### config.mk
export PLATFORM = sky130hd
export DESIGN_NAME = mdx_core
export DESIGN_NICKNAME = d
export VERILOG_FILES = /design/src/mdx_ea.v /design/src/mdx_core.v
export VERILOG_INCLUDE_DIRS = /design/src
export SDC_FILE = /design/constraint.sdc
export NUM_CORES = 1
export LEC_CHECK = 0
export ABC_AREA = 1
export BUFFER_PORTS_ARGS = -buffer_cell sky130_fd_sc_hd__clkbuf_2
export CAP_MARGIN = 20
export CORE_ASPECT_RATIO = 2
export CORE_MARGIN = 2
export CORE_UTILIZATION = 63
export DETAILED_ROUTE_END_ITERATION = 10
export PLACE_DENSITY = 0.83
export SYNTH_ARGS = -nofsm -noshare
export SYNTH_HDL_FRONTEND = slang
export SYNTH_HIERARCHICAL = 1
export SYNTH_SLANG_ARGS = --single-unit
### constraint.sdc
create_clock -name clk -period 11.2 [get_ports clk]
set_clock_uncertainty 0.15 [all_clocks]
set_input_delay 1.12 -clock clk [delete_from_list [all_inputs] [get_ports clk]]
set_output_delay 1.12 -clock clk [all_outputs]
set_load 0.05 [all_outputs]
### src/mdx_defs.vh
// Purpose: shared constants of the multiply/divide and far addressing card
// Assumes: 16-bit words, 15-bit memory addresses
// Notes: opcode values are written in hex, taken from the octal codes
`ifndef MDX_DEFS_VH
`define MDX_DEFS_VH
// one-word opcode field, instr[15:12]
`define MDX_OP_MUL 4'hE
`define MDX_OP_DIV 4'hF
// two-word group field, instr[15:6]
`define MDX_EXT_G0 10'h030
`define MDX_EXT_G1 10'h031
// group 0 sub-operations, instr[5:3]
`define MDX_G0_LDA 3'h1
`define MDX_G0_LDB 3'h2
`define MDX_G0_LDX 3'h3
`define MDX_G0_INR 3'h4
`define MDX_G0_STA 3'h5
`define MDX_G0_STB 3'h6
`define MDX_G0_STX 3'h7
// group 1 sub-operations, instr[5:3]
`define MDX_G1_OR 3'h1
`define MDX_G1_ADD 3'h2
`define MDX_G1_XOR 3'h3
`define MDX_G1_SUB 3'h4
`define MDX_G1_AND 3'h5
`define MDX_G1_MUL 3'h6
`define MDX_G1_DIV 3'h7
// address mode field, instr[2:0]
`define MDX_MODE_REL 3'h4
`define MDX_MODE_IDX 3'h5
`define MDX_MODE_IDB 3'h6
`define MDX_MODE_IND 3'h7
// word layout
`define MDX_SIGN 15
`define MDX_MOST_NEG 16'h8000
// machine cycles reported per instruction
`define MDX_CYC_ONE_MD 4'hA
`define MDX_CYC_EXT_MD 4'hB
`define MDX_CYC_EXT_LS 4'h3
`define MDX_CYC_EXT_INR 4'h4
// loop ends
`define MDX_MUL_LAST 5'h0F
`define MDX_DIV_LAST 5'h1E
`endif

### src/mdx_ea.v
// Purpose: effective address former for two-word instructions
// Assumes: mode in the low three bits of the first word
// Notes: purely combinational; the core registers the result
`include "mdx_defs.vh"
module mdx_ea (
  // mode and second word
  input wire [2:0] mode,
  input wire [15:0] word2,
  // base registers
  input wire [15:0] p_reg,
  input wire [15:0] x_reg,
  input wire [15:0] b_reg,
  // results
  output reg [14:0] ea,
  output reg imm,
  output reg ind
);
  reg [15:0] sum;
  // mode decode and base add
  always @* begin
    sum = word2;
    imm = 1'b0;
    ind = 1'b0;
    case (mode)
      `MDX_MODE_REL: sum = word2 + p_reg + 16'h0001;
      `MDX_MODE_IDX: sum = word2 + x_reg;
      `MDX_MODE_IDB: sum = word2 + b_reg;
      `MDX_MODE_IND: ind = word2[`MDX_SIGN];
      default: imm = 1'b1;
    endcase
    ea = sum[14:0];
  end
endmodule // mdx_ea

### src/mdx_core.v
// Purpose: multiply, divide and far-address sequencer beside the cpu datapath
// Assumes: host supplies registers at start and serves memory by req/ack
// Notes: results return as register images with write strobes
`include "mdx_defs.vh"
// Operation
// - multiply gives R times B plus A
// - A holds sign, B bit 15 zero
// - positive operands never flag overflow
// - both most negative flags overflow
// - dividend A:B, B sign ignored
// - quotient to B, remainder to A
// - quotient out of range flags overflow
// - zero divisor gives fixed complemented result
// - negative exact multiple gives quotient magnitude minus one
// - far instructions are two words
// - modes 0-3 immediate, no indirect
// - mode 4 adds P plus one
// - mode 5 adds X, 6 adds B
// - mode 7 direct or indirect by bit 15
// - indirect chain followed until bit 15 clear
// - one-word multiply takes ten cycles
// - one-word divide takes ten cycles
// - far loads and stores, three cycles
// - far increment and replace, four cycles
// - far multiply and divide, eleven cycles
// - far add, sub, or, xor, and
// - multiplier lsb picks add, every step shifts
// - count fifteen ends, negative gets correction
module mdx_core (
  // clock and reset
  input wire clk,
  input wire rst,
  // instruction start
  input wire start,
  input wire [15:0] instr,
  input wire [15:0] word2,
  input wire dma_inhibit,
  // cpu register images
  input wire [15:0] a_in,
  input wire [15:0] b_in,
  input wire [15:0] x_in,
  input wire [15:0] p_in,
  // memory cycle port
  output reg mem_req_q,
  output reg mem_we_q,
  output reg [14:0] mem_addr_q,
  output reg [15:0] mem_wdata_q,
  input wire mem_ack,
  input wire [15:0] mem_rdata,
  // results
  output reg [15:0] a_q,
  output reg [15:0] b_q,
  output reg [15:0] x_q,
  output reg a_we_q,
  output reg b_we_q,
  output reg x_we_q,
  output reg ovf_set_q,
  output reg done_q,
  output reg refused_q,
  output reg busy_q,
  output reg [3:0] cycles_q
);
  // one-hot sequencer states
  localparam S_IDLE = 8'h01;
  localparam S_IND = 8'h02;
  localparam S_OPRD = 8'h04;
  localparam S_EXEC = 8'h08;
  localparam S_MUL = 8'h10;
  localparam S_DIV = 8'h20;
  localparam S_DFIN = 8'h40;
  localparam S_WR = 8'h80;

  reg [7:0] state_q; // sequencer state
  reg grp_q; // 0 load/store group, 1 arithmetic group
  reg [2:0] sub_q; // sub-operation
  reg imm_q; // operand came from the second word
  reg [15:0] op_q; // operand, from memory or the second word
  reg [31:0] prod_q; // multiply accumulator
  reg [31:0] mcand_q; // shifted multiplicand
  reg [15:0] mplier_q; // shifting multiplier
  reg [4:0] cnt_q; // step counter for both loops
  reg negative_operand_flag; // multiplier or dividend sign
  reg qneg_q; // quotient sign
  reg mul_ovf_q; // both operands most negative
  reg [30:0] dvd_q; // dividend magnitude, then quotient
  reg [16:0] rm_q; // divisor magnitude, up to 32768
  reg [15:0] rem_q; // partial remainder

  wire [14:0] ea;
  wire ea_imm;
  wire ea_ind;
  wire one_mul = (instr[15:12] == `MDX_OP_MUL);
  wire one_div = (instr[15:12] == `MDX_OP_DIV);
  wire ext_hit = ((instr[15:6] == `MDX_EXT_G0) || (instr[15:6] == `MDX_EXT_G1)) && (instr[5:3] != 3'h0);
  wire st_dec = ~instr[6] & (instr[5:3] >= `MDX_G0_STA);
  // multiply step controls
  wire add_step_flag = mplier_q[0];
  wire last_cycle_flag = (cnt_q == `MDX_MUL_LAST);

  // second word holds base or operand
  mdx_ea u_ea (
    .mode(instr[2:0]),
    .word2(word2),
    .p_reg(p_in),
    .x_reg(x_in),
    .b_reg(b_in),
    .ea(ea),
    .imm(ea_imm),
    .ind(ea_ind)
  );

  // store data picked by sub-operation of the registered op
  reg [15:0] st_data;
  always @* begin
    case (sub_q)
      `MDX_G0_STB: st_data = b_q;
      `MDX_G0_STX: st_data = x_q;
      default: st_data = a_q;
    endcase
  end

  // documented cycle count of the instruction being started
  reg [3:0] cyc_dec;
  always @* begin
    if (one_mul || one_div) begin
      cyc_dec = `MDX_CYC_ONE_MD;
    end else if (instr[6] && instr[5:3] >= `MDX_G1_MUL) begin
      cyc_dec = `MDX_CYC_EXT_MD;
    end else if (!instr[6] && instr[5:3] == `MDX_G0_INR) begin
      cyc_dec = `MDX_CYC_EXT_INR;
    end else begin
      cyc_dec = `MDX_CYC_EXT_LS;
    end
  end

  // arithmetic group sums with overflow
  wire [15:0] sum_w = a_q + op_q;
  wire [15:0] dif_w = a_q - op_q;
  wire add_ovf = (a_q[15] == op_q[15]) && (sum_w[15] != a_q[15]);
  wire sub_ovf = (a_q[15] != op_q[15]) && (dif_w[15] != a_q[15]);

  // divide setup and step terms
  wire [30:0] dvd_raw = {a_q, b_q[14:0]};
  wire [16:0] op_ext = {op_q[15], op_q};
  wire [16:0] div_shift = {rem_q, dvd_q[30]};
  wire div_fit = (div_shift >= rm_q);
  wire [16:0] div_sub = div_shift - rm_q;

  // divide finishing terms
  reg exact;
  reg [30:0] qmag;
  reg [16:0] rmag;
  reg [15:0] q_fin;
  reg [15:0] r_fin;
  reg q_ovf;
  always @* begin
    exact = negative_operand_flag && (rem_q == 16'h0000) && (dvd_q != 31'h00000000);
    qmag = exact ? dvd_q - 31'h00000001 : dvd_q;
    rmag = exact ? rm_q : {1'b0, rem_q};
    q_fin = qneg_q ? 16'h0000 - qmag[15:0] : qmag[15:0];
    r_fin = negative_operand_flag ? 16'h0000 - rmag[15:0] : rmag[15:0];
    q_ovf = qneg_q ? (qmag > 31'h00008000) : (qmag > 31'h00007FFF);
  end

  // main sequencer
  always @(posedge clk or posedge rst) begin
    if (rst) begin
      state_q <= S_IDLE;
      grp_q <= 1'b0;
      sub_q <= 3'h0;
      imm_q <= 1'b0;
      op_q <= 16'h0000;
      prod_q <= 32'h00000000;
      mcand_q <= 32'h00000000;
      mplier_q <= 16'h0000;
      cnt_q <= 5'h00;
      negative_operand_flag <= 1'b0;
      qneg_q <= 1'b0;
      mul_ovf_q <= 1'b0;
      dvd_q <= 31'h00000000;
      rm_q <= 17'h00000;
      rem_q <= 16'h0000;
      mem_req_q <= 1'b0;
      mem_we_q <= 1'b0;
      mem_addr_q <= 15'h0000;
      mem_wdata_q <= 16'h0000;
      a_q <= 16'h0000;
      b_q <= 16'h0000;
      x_q <= 16'h0000;
      a_we_q <= 1'b0;
      b_we_q <= 1'b0;
      x_we_q <= 1'b0;
      ovf_set_q <= 1'b0;
      done_q <= 1'b0;
      refused_q <= 1'b0;
      busy_q <= 1'b0;
      cycles_q <= 4'h0;
    end else begin
      // strobes last one cycle
      done_q <= 1'b0;
      ovf_set_q <= 1'b0;
      a_we_q <= 1'b0;
      b_we_q <= 1'b0;
      x_we_q <= 1'b0;
      refused_q <= 1'b0;
      case (state_q)
        S_IDLE: begin
          busy_q <= 1'b0;
          if (start && (one_mul || one_div)) begin
            // one-word form: low 12 bits address the operand
            a_q <= a_in;
            b_q <= b_in;
            x_q <= x_in;
            grp_q <= 1'b1;
            sub_q <= one_mul ? `MDX_G1_MUL : `MDX_G1_DIV;
            imm_q <= 1'b0;
            cycles_q <= cyc_dec;
            mem_addr_q <= {3'h0, instr[11:0]};
            mem_req_q <= 1'b1;
            busy_q <= 1'b1;
            state_q <= S_OPRD;
          end else if (start && ext_hit && dma_inhibit) begin
            refused_q <= 1'b1;
          end else if (start && ext_hit) begin
            a_q <= a_in;
            b_q <= b_in;
            x_q <= x_in;
            grp_q <= instr[6];
            sub_q <= instr[5:3];
            imm_q <= ea_imm;
            cycles_q <= cyc_dec;
            busy_q <= 1'b1;
            if (ea_imm) begin
              op_q <= word2;
              state_q <= S_EXEC;
            end else if (ea_ind) begin
              mem_addr_q <= word2[14:0];
              mem_req_q <= 1'b1;
              state_q <= S_IND;
            end else begin
              mem_addr_q <= ea;
              mem_req_q <= 1'b1;
              mem_we_q <= st_dec;
              mem_wdata_q <= (instr[5:3] == `MDX_G0_STB) ? b_in :
                             (instr[5:3] == `MDX_G0_STX) ? x_in : a_in;
              state_q <= st_dec ? S_WR : S_OPRD;
            end
          end
        end
        S_IND: begin
          // follow while bit 15 set, only reset escapes
          if (mem_ack) begin
            mem_addr_q <= mem_rdata[14:0];
            if (!mem_rdata[`MDX_SIGN]) begin
              mem_we_q <= ~grp_q & (sub_q >= `MDX_G0_STA);
              mem_wdata_q <= st_data;
              state_q <= (~grp_q & (sub_q >= `MDX_G0_STA)) ? S_WR : S_OPRD;
            end
          end
        end
        S_OPRD: begin
          // operand read completes on ack
          if (mem_ack) begin
            mem_req_q <= 1'b0;
            op_q <= mem_rdata;
            state_q <= S_EXEC;
          end
        end
        S_EXEC: begin
          state_q <= S_IDLE;
          done_q <= 1'b1;
          if (!grp_q) begin
            case (sub_q)
              `MDX_G0_LDA: begin
                a_q <= op_q;
                a_we_q <= 1'b1;
              end
              `MDX_G0_LDB: begin
                b_q <= op_q;
                b_we_q <= 1'b1;
              end
              `MDX_G0_LDX: begin
                x_q <= op_q;
                x_we_q <= 1'b1;
              end
              `MDX_G0_INR: begin
                if (!imm_q) begin
                  mem_wdata_q <= op_q + 16'h0001;
                  mem_we_q <= 1'b1;
                  mem_req_q <= 1'b1;
                  done_q <= 1'b0;
                  state_q <= S_WR;
                end
              end
              // immediate stores have no target
              default: done_q <= 1'b1;
            endcase
          end else begin
            case (sub_q)
              `MDX_G1_OR: a_q <= a_q | op_q;
              `MDX_G1_XOR: a_q <= a_q ^ op_q;
              `MDX_G1_AND: a_q <= a_q & op_q;
              `MDX_G1_ADD: begin
                a_q <= sum_w;
                ovf_set_q <= add_ovf;
              end
              `MDX_G1_SUB: begin
                a_q <= dif_w;
                ovf_set_q <= sub_ovf;
              end
              `MDX_G1_MUL: begin
                // start from A, multiplicand is the operand word
                prod_q <= {{16{a_q[15]}}, a_q};
                mcand_q <= {{16{op_q[15]}}, op_q};
                mplier_q <= b_q;
                cnt_q <= 5'h00;
                negative_operand_flag <= b_q[`MDX_SIGN];
                mul_ovf_q <= (b_q == `MDX_MOST_NEG) && (op_q == `MDX_MOST_NEG);
                done_q <= 1'b0;
                state_q <= S_MUL;
              end
              default: begin
                if (op_q == 16'h0000) begin
                  b_q <= ~a_q;
                  a_q <= {a_q[`MDX_SIGN], b_q[14:0]};
                  b_we_q <= 1'b1;
                  a_we_q <= 1'b1;
                  ovf_set_q <= 1'b1;
                end else begin
                  // A sign, B bit 15 dropped
                  dvd_q <= a_q[`MDX_SIGN] ? 31'h00000000 - dvd_raw : dvd_raw;
                  rm_q <= op_q[15] ? 17'h00000 - op_ext : op_ext;
                  rem_q <= 16'h0000;
                  cnt_q <= 5'h00;
                  negative_operand_flag <= a_q[`MDX_SIGN];
                  qneg_q <= a_q[`MDX_SIGN] ^ op_q[15];
                  done_q <= 1'b0;
                  state_q <= S_DIV;
                end
              end
            endcase
            if (sub_q <= `MDX_G1_AND) begin
              a_we_q <= 1'b1;
            end
          end
        end
        S_MUL: begin
          if (!last_cycle_flag) begin
            // add when lsb set, always shift
            if (add_step_flag) begin
              prod_q <= prod_q + mcand_q;
            end
            mcand_q <= {mcand_q[30:0], 1'b0};
            mplier_q <= {1'b0, mplier_q[15:1]};
            cnt_q <= cnt_q + 5'h01;
          end else begin
            // sign into A, B bit 15 cleared
            if (negative_operand_flag) begin
              a_q <= dif_hi(prod_q, mcand_q);
              b_q <= {1'b0, prod_q[14:0]};
            end else begin
              a_q <= prod_q[30:15];
              b_q <= {1'b0, prod_q[14:0]};
            end
            // overflow only for the one case
            ovf_set_q <= mul_ovf_q;
            a_we_q <= 1'b1;
            b_we_q <= 1'b1;
            done_q <= 1'b1;
            state_q <= S_IDLE;
          end
        end
        S_DIV: begin
          // restoring step on magnitudes
          rem_q <= div_fit ? div_sub[15:0] : div_shift[15:0];
          dvd_q <= {dvd_q[29:0], div_fit};
          cnt_q <= cnt_q + 5'h01;
          if (cnt_q == `MDX_DIV_LAST) begin
            state_q <= S_DFIN;
          end
        end
        S_DFIN: begin
          // quotient to B, remainder to A
          b_q <= q_fin;
          a_q <= r_fin;
          a_we_q <= 1'b1;
          b_we_q <= 1'b1;
          ovf_set_q <= q_ovf;
          done_q <= 1'b1;
          state_q <= S_IDLE;
        end
        S_WR: begin
          // write completes on ack
          if (mem_ack) begin
            mem_req_q <= 1'b0;
            mem_we_q <= 1'b0;
            done_q <= 1'b1;
            state_q <= S_IDLE;
          end
        end
        default: state_q <= S_IDLE;
      endcase
    end
  end

  // high half after the correction subtract; low half is untouched
  // because the subtracted multiplicand sits at bit 15 and up
  function [15:0] dif_hi;
    input [31:0] p;
    input [31:0] m;
    reg [31:0] d;
    begin
      d = p - m;
      dif_hi = d[30:15];
    end
  endfunction
endmodule // mdx_core

==> metrics.csv, run 1 <==
stage,metric,value,unit
synth,post-synth top area cell,dfrtp_1,
synth,top-count cell post-synth,nand2_1,
clock_tree,post-cts resize count,0,
clock_tree,CTS Root Cell,clkbuf_16,
synth,syn avg cell area,6.279,um^2
synth,yosys warns,6,
synth,Post-synth EDFFs,0,
synth,Synth Cell Area,0.02724,mm^2
synth,fraction of registers with async set/reset,100.0,%
grt,vias in the first global route,34850,
die,Die W,151.0,um
clock_tree,htree depth,1,
clock_tree,"Setup Fix Bufs, Post-CTS",0,
synth,Post-synth top cells,"nand2_1 (1104), inv_1 (524), nor2_1 (450)",
clock_tree,# hold bufs at CTS,0,
place,Detail Placement HPWL,104400,um
synth,dominant synthesized flop cell,dfrtp_1,
die,Initial Util,63.98,%
synth,Syn Inst Count,4338,
synth,"top cells by area, synth","dfrtp_1 (25%), nand2_1 (15%), ha_1 (7.8%), o21ai_0 (7.4%), inv_1 (7.2%)",
synth,Syn Nets,4631,
grt,Total Routing Usage GR,67.66,%
clock_tree,Num Clock Sinks,271,
synth,Yosys cell types,71,
synth,Seq cells post-synth,271,
clock_tree,TritonCTS buffer count,28,
place,GP Congestion,1.249,
clock_tree,clk buf depth,3,
outcome,Fail Step,global routing,
outcome,Err,[ERROR GRT-0116] Global routing finished with congestion. Check the congestion regions in the DRC Viewer.,
synth,"Seq/Total Area, Yosys",24.90,%
grt,first-pass GRT wire length,227200,um
die,die height,298.1,um
outcome,status,stopped before the end,
die,Rows,107,
synth,post-synth top area share,24.81,%
grt,gr ovfl total,97,
die,I/O pin total,209,
place,port bufs,207,
grt,largest net degree at the start of global routing,97,
-- stage by stage --
step	hold WS [ns]	cells	utilization [%]	area (um^2)	worst slack (ns)
4_1_cts	0.3382	5022	69.60	29630	6.882
3_5_place_dp	0.3157	4970	67.23	28620	6.637
2_1_floorplan	0.3030	4338	-	27240	2.465
3_3_place_gp	0.3151	4968	67.18	28600	6.747
-- per-layer routing --
metal / overflow / GRT usage (%)
met1: 0 / 66.59
met2: 49 / 90.70
met3: 0 / 40.29
met4: 48 / 74.28
met5: 0 / 7.500
-- cells by family after synthesis --
family | Yosys count | synth area share (%)
AOI/OAI and AO/OA | 935 | 19.70
adders and majority gates | 176 | 8.250
muxes | 17 | 0.6293
xor gates and xnor gates | 68 | 2.187
and+or+nand+nor | 2141 | 33.84
DFF | 271 | 24.90
buffers and inverters | 730 | 10.49
==> run 2: changes to the inputs <==
--- a/config.mk
+++ b/config.mk
@@ -9,11 +9,10 @@
 export ABC_AREA = 1
 export BUFFER_PORTS_ARGS = -buffer_cell sky130_fd_sc_hd__clkbuf_2
 export CAP_MARGIN = 20
-export CORE_ASPECT_RATIO = 2
 export CORE_MARGIN = 2
-export CORE_UTILIZATION = 63
+export CORE_UTILIZATION = 40
 export DETAILED_ROUTE_END_ITERATION = 10
-export PLACE_DENSITY = 0.83
+export PLACE_DENSITY_LB_ADDON = 0.15
 export SYNTH_ARGS = -nofsm -noshare
 export SYNTH_HDL_FRONTEND = slang
 export SYNTH_HIERARCHICAL = 1
==> metrics.csv, run 2 <==
stage,metric,value,unit,change
clock_tree,clk_lat worst skew,0.58,ns,
synth,fraction of registers with async set/reset,100.0,%,unchanged
clock_tree,clk buf depth,3,,unchanged
cells_and_area,"commonest non-fill, non-tap cell in the layout",nand2_1,,
timing,Final Hold Fails,0,,
worst_hold_path,Worst Hold End,rm_q[12]$_DFFE_PP0P_,,
critical_path,CP max stage cell,nand2_4,,
critical_path,Max stage delay on crit path,0.71,ns,
die,Core Footprint,0.06728,mm^2,
die,die height,264.9,um,-11%
critical_path,CP Class,reg -> reg,,
critical_path,CP Capture Type,flip-flop,,
synth,dominant synthesized flop cell,dfrtp_1,,
critical_path,Buf/Inv on CP,4,,
worst_hold_path,Hold Path Origin,rm_q[12]$_DFFE_PP0P_,,
timing,Final Hold Slack,0.3340,ns,
timing,final setup vio count,0,,
pwr,VDD IR-drop max,221.0,uV,
outcome,status,"finished, final reports clean",,
grt,gr ovfl total,0,,
critical_path,worst reg2reg path depth,13,,
synth,"top cells by area, synth","dfrtp_1 (25%), nand2_1 (15%), ha_1 (7.8%), o21ai_0 (7.4%), inv_1 (7.2%)",,
synth,top-count cell post-synth,nand2_1,,
clock_tree,CTS Root Cell,clkbuf_16,,
grt,first-pass GRT wire length,194000,um,
synth,"Seq/Total Area, Yosys",24.90,%,unchanged
synth,Post-synth EDFFs,0,,unchanged
cells_and_area,Nets,4750,,
cells_and_area,final core occ,45.06,%,
worst_hold_path,HP Class,reg -> reg,,
grt,antenna violations before repair,7,,
cells_and_area,Multi-input gate area,0.01763,mm^2,
pwr,Pleak,15.15,nW,
grt,largest net degree at the start of global routing,98,,
routing,post-route ant nets,0,,
die,Initial Util,40.49,%,-23 points
place,GP Congestion,1.075,,-14%
timing,Max Slew Vio Count,0,,
routing,Met3 Wirelength,12730,um,
synth,yosys warns,6,,unchanged
clock_tree,# hold bufs at CTS,0,,unchanged
timing,fmax,0.2162,GHz,
worst_hold_path,hold path depth,2,,
timing,Fin Setup TNS,0,ns,
clock_tree,TritonCTS buffer count,38,,+36%
synth,post-synth top area share,24.81,%,unchanged
routing,post-DR vias/cell,5.837,,
grt,Total Routing Usage GR,37.15,%,
place,Detail Placement HPWL,107400,um,+2.9%
routing,DRC violations left,0,,
synth,Synth Cell Area,0.02724,mm^2,unchanged
clock_tree,htree depth,2,,+1
routing,metal2 WL,55620,um,
cells_and_area,layout cells sized above 1,9.857,%,
cells_and_area,"commonest cells after routing, fill and taps aside","nand2_1 (1103), inv_1 (523), nor2_1 (450)",,
clock_tree,"Setup Fix Bufs, Post-CTS",0,,unchanged
timing,RSZ-0062 raised after global routing,no,,
routing,Initial DRC Count,3804,,
timing,Slew @ Worst Pin,1.238,ns,
synth,Post-synth top cells,"nand2_1 (1104), inv_1 (524), nor2_1 (450)",,
clock_tree,clock transition at the registers of the reported paths,0.06,ns,
routing,routed vias,31280,,
critical_path,startpoint types,flip-flop,,
die,I/O pin total,209,,unchanged
die,Die W,264.9,um,+75%
clock_tree,post-cts resize count,0,,unchanged
place,port bufs,207,,unchanged
routing,met1 wire length,58490,um,
grt,vias in the first global route,28720,,
synth,syn avg cell area,6.279,um^2,unchanged
die,Rows,95,,-11%
timing,Tmin final,4.625,ns,
critical_path,crit path cell chain,inv_1 -> nand2_1 -> nor2_4 -> nand2_2 -> nor2_4 -> nand2_1 -> nand2_4 -> inv_2 -> a21oi_2 -> buf_4 -> inv_2 -> a21oi_4 -> a21oi_1,,
cells_and_area,Top Registers,"dvd_q x31, mcand_q x31, prod_q x31",,
timing,Slew HR,16.70,%,
clock_tree,CTS tree,built,,
critical_path,R2R setup slack,6.58,ns,
run,Max-cap violations,0,,
die,total die area,0.07020,mm^2,
synth,Syn Inst Count,4338,,unchanged
pwr,total power,11.15,mW,
critical_path,Reg2Reg Capture Point,prod_q[21]$_DFFE_PP0P_,,
synth,post-synth top area cell,dfrtp_1,,
critical_path,CP Max Fanout,96,,
routing,top sig layer,met5,,
critical_path,WP data required,11.48,ns,
routing,Avg WL per Cell,24.91,um,
critical_path,reg2reg start,state_q[5]$_DFFE_PP0P_,,
synth,Seq cells post-synth,271,,unchanged
cells_and_area,Layout Area Growth over Synthesis,11.30,%,
cells_and_area,fillers,7310,,
synth,Yosys cell types,71,,unchanged
routing,drt pass-1 iters,6,,
cells_and_area,register area,0.006783,mm^2,
timing,Tcrit/Tclk final,41.29,%,
synth,Syn Nets,4631,,unchanged
critical_path,CP arrival,4.91,ns,
clock_tree,Num Clock Sinks,271,,unchanged
routing,WL final,133500,um,
critical_path,CP top delay family,simple AND/OR/NAND/NOR gates,,
pwr,pwr dens,367.7,mW/mm^2,
[run 2: area by class of cell]
cell class / instances / share of cell area, %
multi-input combinational: 3337 / 58.15
sequential: 271 / 22.37
inverter: 559 / 6.950
timing repair buffer: 250 / 4.507
clock buffer: 54 / 3.702
tap: 873 / 3.603
clock inverter: 13 / 0.7016
antenna: 1 / 0.008255
[run 2: worst max-delay path by stage]
stage                           start                        end  slack [ns]  cells after the start
6_report       state_q[5]$_DFFE_PP0P_     prod_q[21]$_DFFE_PP0P_        6.58                     13
5_1_grt        state_q[5]$_DFFE_PP0P_     prod_q[26]$_DFFE_PP0P_        6.36                     13
4_1_cts        state_q[5]$_DFFE_PP0P_     prod_q[21]$_DFFE_PP0P_        6.64                     13
3_5_place_dp                 instr[0]  mem_addr_q[8]$_DFFE_PP0P_        6.54                     17
3_3_place_gp                 instr[0]  mem_addr_q[8]$_DFFE_PP0P_        6.55                     17
2_1_floorplan                     rst         a_q[0]$_DFFE_PP0P_        2.46                      1
[run 2: per-stage QoR]
stage | area (um^2) | cells | worst slack (ns)
3_3_place_gp | 28960 | 5289 | 6.548
3_5_place_dp | 28960 | 5289 | 6.537
6_report | 30320 | 5358 | 6.575
5_1_grt | 30310 | 5357 | 6.356
2_1_floorplan | 27240 | 4338 | 2.465
4_1_cts | 30300 | 5356 | 6.642
[run 2: worst reg2reg max path: cells and delay by family (launching register included)]
family	cells	cell delay, ns
flops	1	0.40
compound gates	3	0.85
simple gates	6	2.09
buf+inv	4	1.00
[run 2: cells by family after synthesis]
| group | after synthesis | share of synthesized area, % |
|---|---|---|
| and+or+nand+nor | 2141 | 33.84 |
| AOI/OAI and AO/OA | 935 | 19.70 |
| buffers and inverters | 730 | 10.49 |
| DFF | 271 | 24.90 |
| adders and majority gates | 176 | 8.250 |
| xor gates and xnor gates | 68 | 2.187 |
| muxes | 17 | 0.6293 |
[run 2: routing by layer]
layer	up-vias	track usage, %
li1	14650	-
met1	14780	52.08
met2	1550	55.29
met3	301	7.357
met4	2	15.99
met5	-	0
[run 2: where the power goes]
part	total (mW)	switching, mW	internal, mW
combinational	7.76	5.66	2.10
clock	1.33	0.517	0.814
sequential	2.06	0.661	1.40
total	11.1	6.84	4.31
(Power assumes the default switching activity.)
==> run 3: changes to the inputs <==
==> constraint.sdc (replaced) <==
create_clock -name clk -period 4 [get_ports clk]
set_clock_uncertainty 0.15 [all_clocks]
set_input_delay 0.4 -clock clk [delete_from_list [all_inputs] [get_ports clk]]
set_output_delay 0.4 -clock clk [all_outputs]
set_load 0.05 [all_outputs]
==> metrics.csv, run 3 (synthesized netlist as in run 2, its figures left out) <==
stage,metric,value,unit,change
outcome,status,"finished, final reports clean",,
run,Max-cap violations,0,,unchanged
die,Rows,95,,unchanged
timing,fmax,0.2723,GHz,+26%
clock_tree,clock transition at the registers of the reported paths,0.06,ns,about the same
grt,antenna violations before repair,4,,-3
timing,Max Slew Vio Count,0,,unchanged
critical_path,R2R setup slack,0.33,ns,-6.25 ns
routing,Avg WL per Cell,25.07,um,+0.65%
clock_tree,clk_lat worst skew,0.58,ns,about the same
grt,vias in the first global route,29230,,+1.8%
routing,DRC violations left,0,,unchanged
cells_and_area,final core occ,46.71,%,+1.6 points
critical_path,WP data required,4.27,ns,-7.21 ns
routing,routed vias,32030,,+2.4%
die,I/O pin total,209,,unchanged
routing,drt pass-1 iters,6,,unchanged
clock_tree,clk buf depth,3,,unchanged
die,Die W,264.9,um,unchanged
cells_and_area,Top Registers,"dvd_q x31, mcand_q x31, prod_q x31",,
critical_path,CP arrival,3.95,ns,-0.96 ns
routing,post-route ant nets,0,,unchanged
place,pre-CTS WS,0.5181,ns,-6.019 ns
clock_tree,post-cts resize count,0,,unchanged
clock_tree,CTS Root Cell,clkbuf_16,,
cells_and_area,"commonest cells after routing, fill and taps aside","nand2_1 (1103), inv_1 (523), nor2_1 (449)",,
critical_path,worst reg2reg path depth,13,,unchanged
die,Core Footprint,0.06728,mm^2,unchanged
pwr,VDD IR-drop max,494.4,uV,+120%
timing,RSZ-0062 raised after global routing,no,,
die,die height,264.9,um,unchanged
place,GP Congestion,1.037,,-3.5%
place,Placed Area,0.02996,mm^2,+3.4%
critical_path,reg2reg start,op_q[0]$_DFFE_PP0P_,,
cells_and_area,Nets,4891,,+3.0%
cells_and_area,layout cells sized above 1,12.24,%,+2.4 points
cells_and_area,Layout Area Growth over Synthesis,15.37,%,
die,Initial Util,40.49,%,unchanged
pwr,pwr dens,1024,mW/mm^2,+180%
timing,Slew @ Worst Pin,0.9366,ns,-0.3015 ns
grt,gr ovfl total,0,,unchanged
clock_tree,"Setup Fix Bufs, Post-CTS",0,,unchanged
grt,largest net degree at the start of global routing,104,,+6.1%
critical_path,CP Capture Type,flip-flop,,
timing,final setup vio count,0,,unchanged
worst_hold_path,Worst Hold End,x_q[6]$_DFFE_PP0P_,,
critical_path,CP Max Fanout,12,,-88%
critical_path,CP Class,reg -> reg,,
critical_path,startpoint types,flip-flop,,
routing,WL final,137900,um,+3.3%
timing,Final Hold Fails,0,,unchanged
worst_hold_path,Hold Path Origin,x_in[6],,
timing,Slew HR,36.90,%,+20 points
cells_and_area,"commonest non-fill, non-tap cell in the layout",nand2_1,,
clock_tree,htree depth,2,,unchanged
timing,Final WS setup,0.3271,ns,-6.248 ns
pwr,Pleak,15.80,nW,+4.3%
cells_and_area,final non-filler cell area,0.03142,mm^2,+3.7%
timing,Fin Setup TNS,0,ns,unchanged
timing,Tcrit/Tclk final,91.82,%,+51 points
worst_hold_path,hold path depth,3,,+1
timing,Tmin final,3.673,ns,-0.9518 ns
cells_and_area,Multi-input gate area,0.01763,mm^2,about the same
cells_and_area,register area,0.006783,mm^2,unchanged
clock_tree,TritonCTS buffer count,37,,-2.6%
grt,first-pass GRT wire length,199400,um,+2.8%
clock_tree,CTS tree,built,,
cells_and_area,fillers,7187,,-1.7%
grt,Total Routing Usage GR,38.51,%,+1.4 points
place,port bufs,207,,unchanged
critical_path,Reg2Reg Capture Point,b_q[2]$_DFFE_PP0P_,,
pwr,Clock Power Share,11.2,%,-0.7 points
die,total die area,0.07020,mm^2,unchanged
pwr,internal power,12.71,mW,+190%
pwr,total power,32.19,mW,+190%
routing,post-DR vias/cell,5.823,,-0.24%
clock_tree,Num Clock Sinks,271,,unchanged
worst_hold_path,HP Class,in -> reg,,
clock_tree,# hold bufs at CTS,18,,+18
pwr,switching share of power,60.51,%,-0.81 points
pwr,Flop pwr share,16.6,%,-1.9 points
pwr,Sw Pwr,19.48,mW,+190%
routing,Initial DRC Count,3626,,-4.7%
pwr,combinational share of power,72.2,%,+2.6 points
place,Detail Placement HPWL,111500,um,+3.9%
==> run 3: cell types whose count changed in the layout (fill, tap and decap cells not counted), moves of 2 or more <==
cell,previous run,this run
buf_12,0,5
dlygate4sd3_1,0,18
clkinv_2,6,8
diode_2,1,3
clkinvlp_4,0,2
buf_4,42,161
clkbuf_8,9,6
==> run 3: cell type report <==
cell class,count,area share (%)
sequential,271,21.58
antenna,3,0.02389
tap,873,3.476
clock inverter,15,0.6012
multi-input combinational,3337,56.11
inverter,559,6.693
timing repair buffer,392,8.083
clock buffer,50,3.428
==> run 3: how the worst max path moves through the flow <==
stage / startpoint / end / slack [ns] / cells after the start
2_1_floorplan: rst / a_q[0]$_DFFE_PP0P_ / -0.13 / 1
3_3_place_gp: op_q[0]$_DFFE_PP0P_ / b_q[2]$_DFFE_PP0P_ / 0.53 / 13
3_5_place_dp: op_q[0]$_DFFE_PP0P_ / b_q[2]$_DFFE_PP0P_ / 0.52 / 13
4_1_cts: op_q[0]$_DFFE_PP0P_ / b_q[2]$_DFFE_PP0P_ / 0.50 / 13
5_1_grt: op_q[0]$_DFFE_PP0P_ / b_q[2]$_DFFE_PP0P_ / 0.22 / 14
6_report: op_q[0]$_DFFE_PP0P_ / b_q[2]$_DFFE_PP0P_ / 0.33 / 13
==> run 3: power groups by stage <==
stage	Sequential [mW]	Clock [mW]	Combinational, mW
finish	5.34	3.59	23.3
global route	5.42	3.71	25.1
CTS	5.28	3.62	22.5
detailed placement	5.31	0	22.4
global placement	5.31	0	22.5
floorplan	6.32	0	13.2
==> run 3: routing by layer <==
metal	GRT usage [%]	routed length (um)	vias to the layer above
met5	0	10	-
met4	16.25	6539	2
met3	9.717	14790	291
met2	56.71	57250	1698
met1	53.35	59330	15120
li1	-	-	14920
==> run 3: critical path, stage by stage (launching register included) <==
cell and delay, ns:
dfrtp_1 0.61, inv_1 0.17, ha_1 0.18, nand3_1 0.10, nor2_1 0.10, nand2_1 0.10
nor2_2 0.22, nand3_2 0.14, nor2_1 0.20, nor2_1 0.09, nor2_1 0.11, nand2_1 0.45
inv_1 0.71, a31oi_1 0.17
==> run 3: stage by stage <==
step | hold slack (ns) | instances
finish | 0.01320 | 5500
global route | 0.03472 | 5498
CTS | 0.002591 | 5496
detailed placement | 0.3223 | 5413
global placement | 0.3182 | 5413
floorplan | 0.3030 | 4338
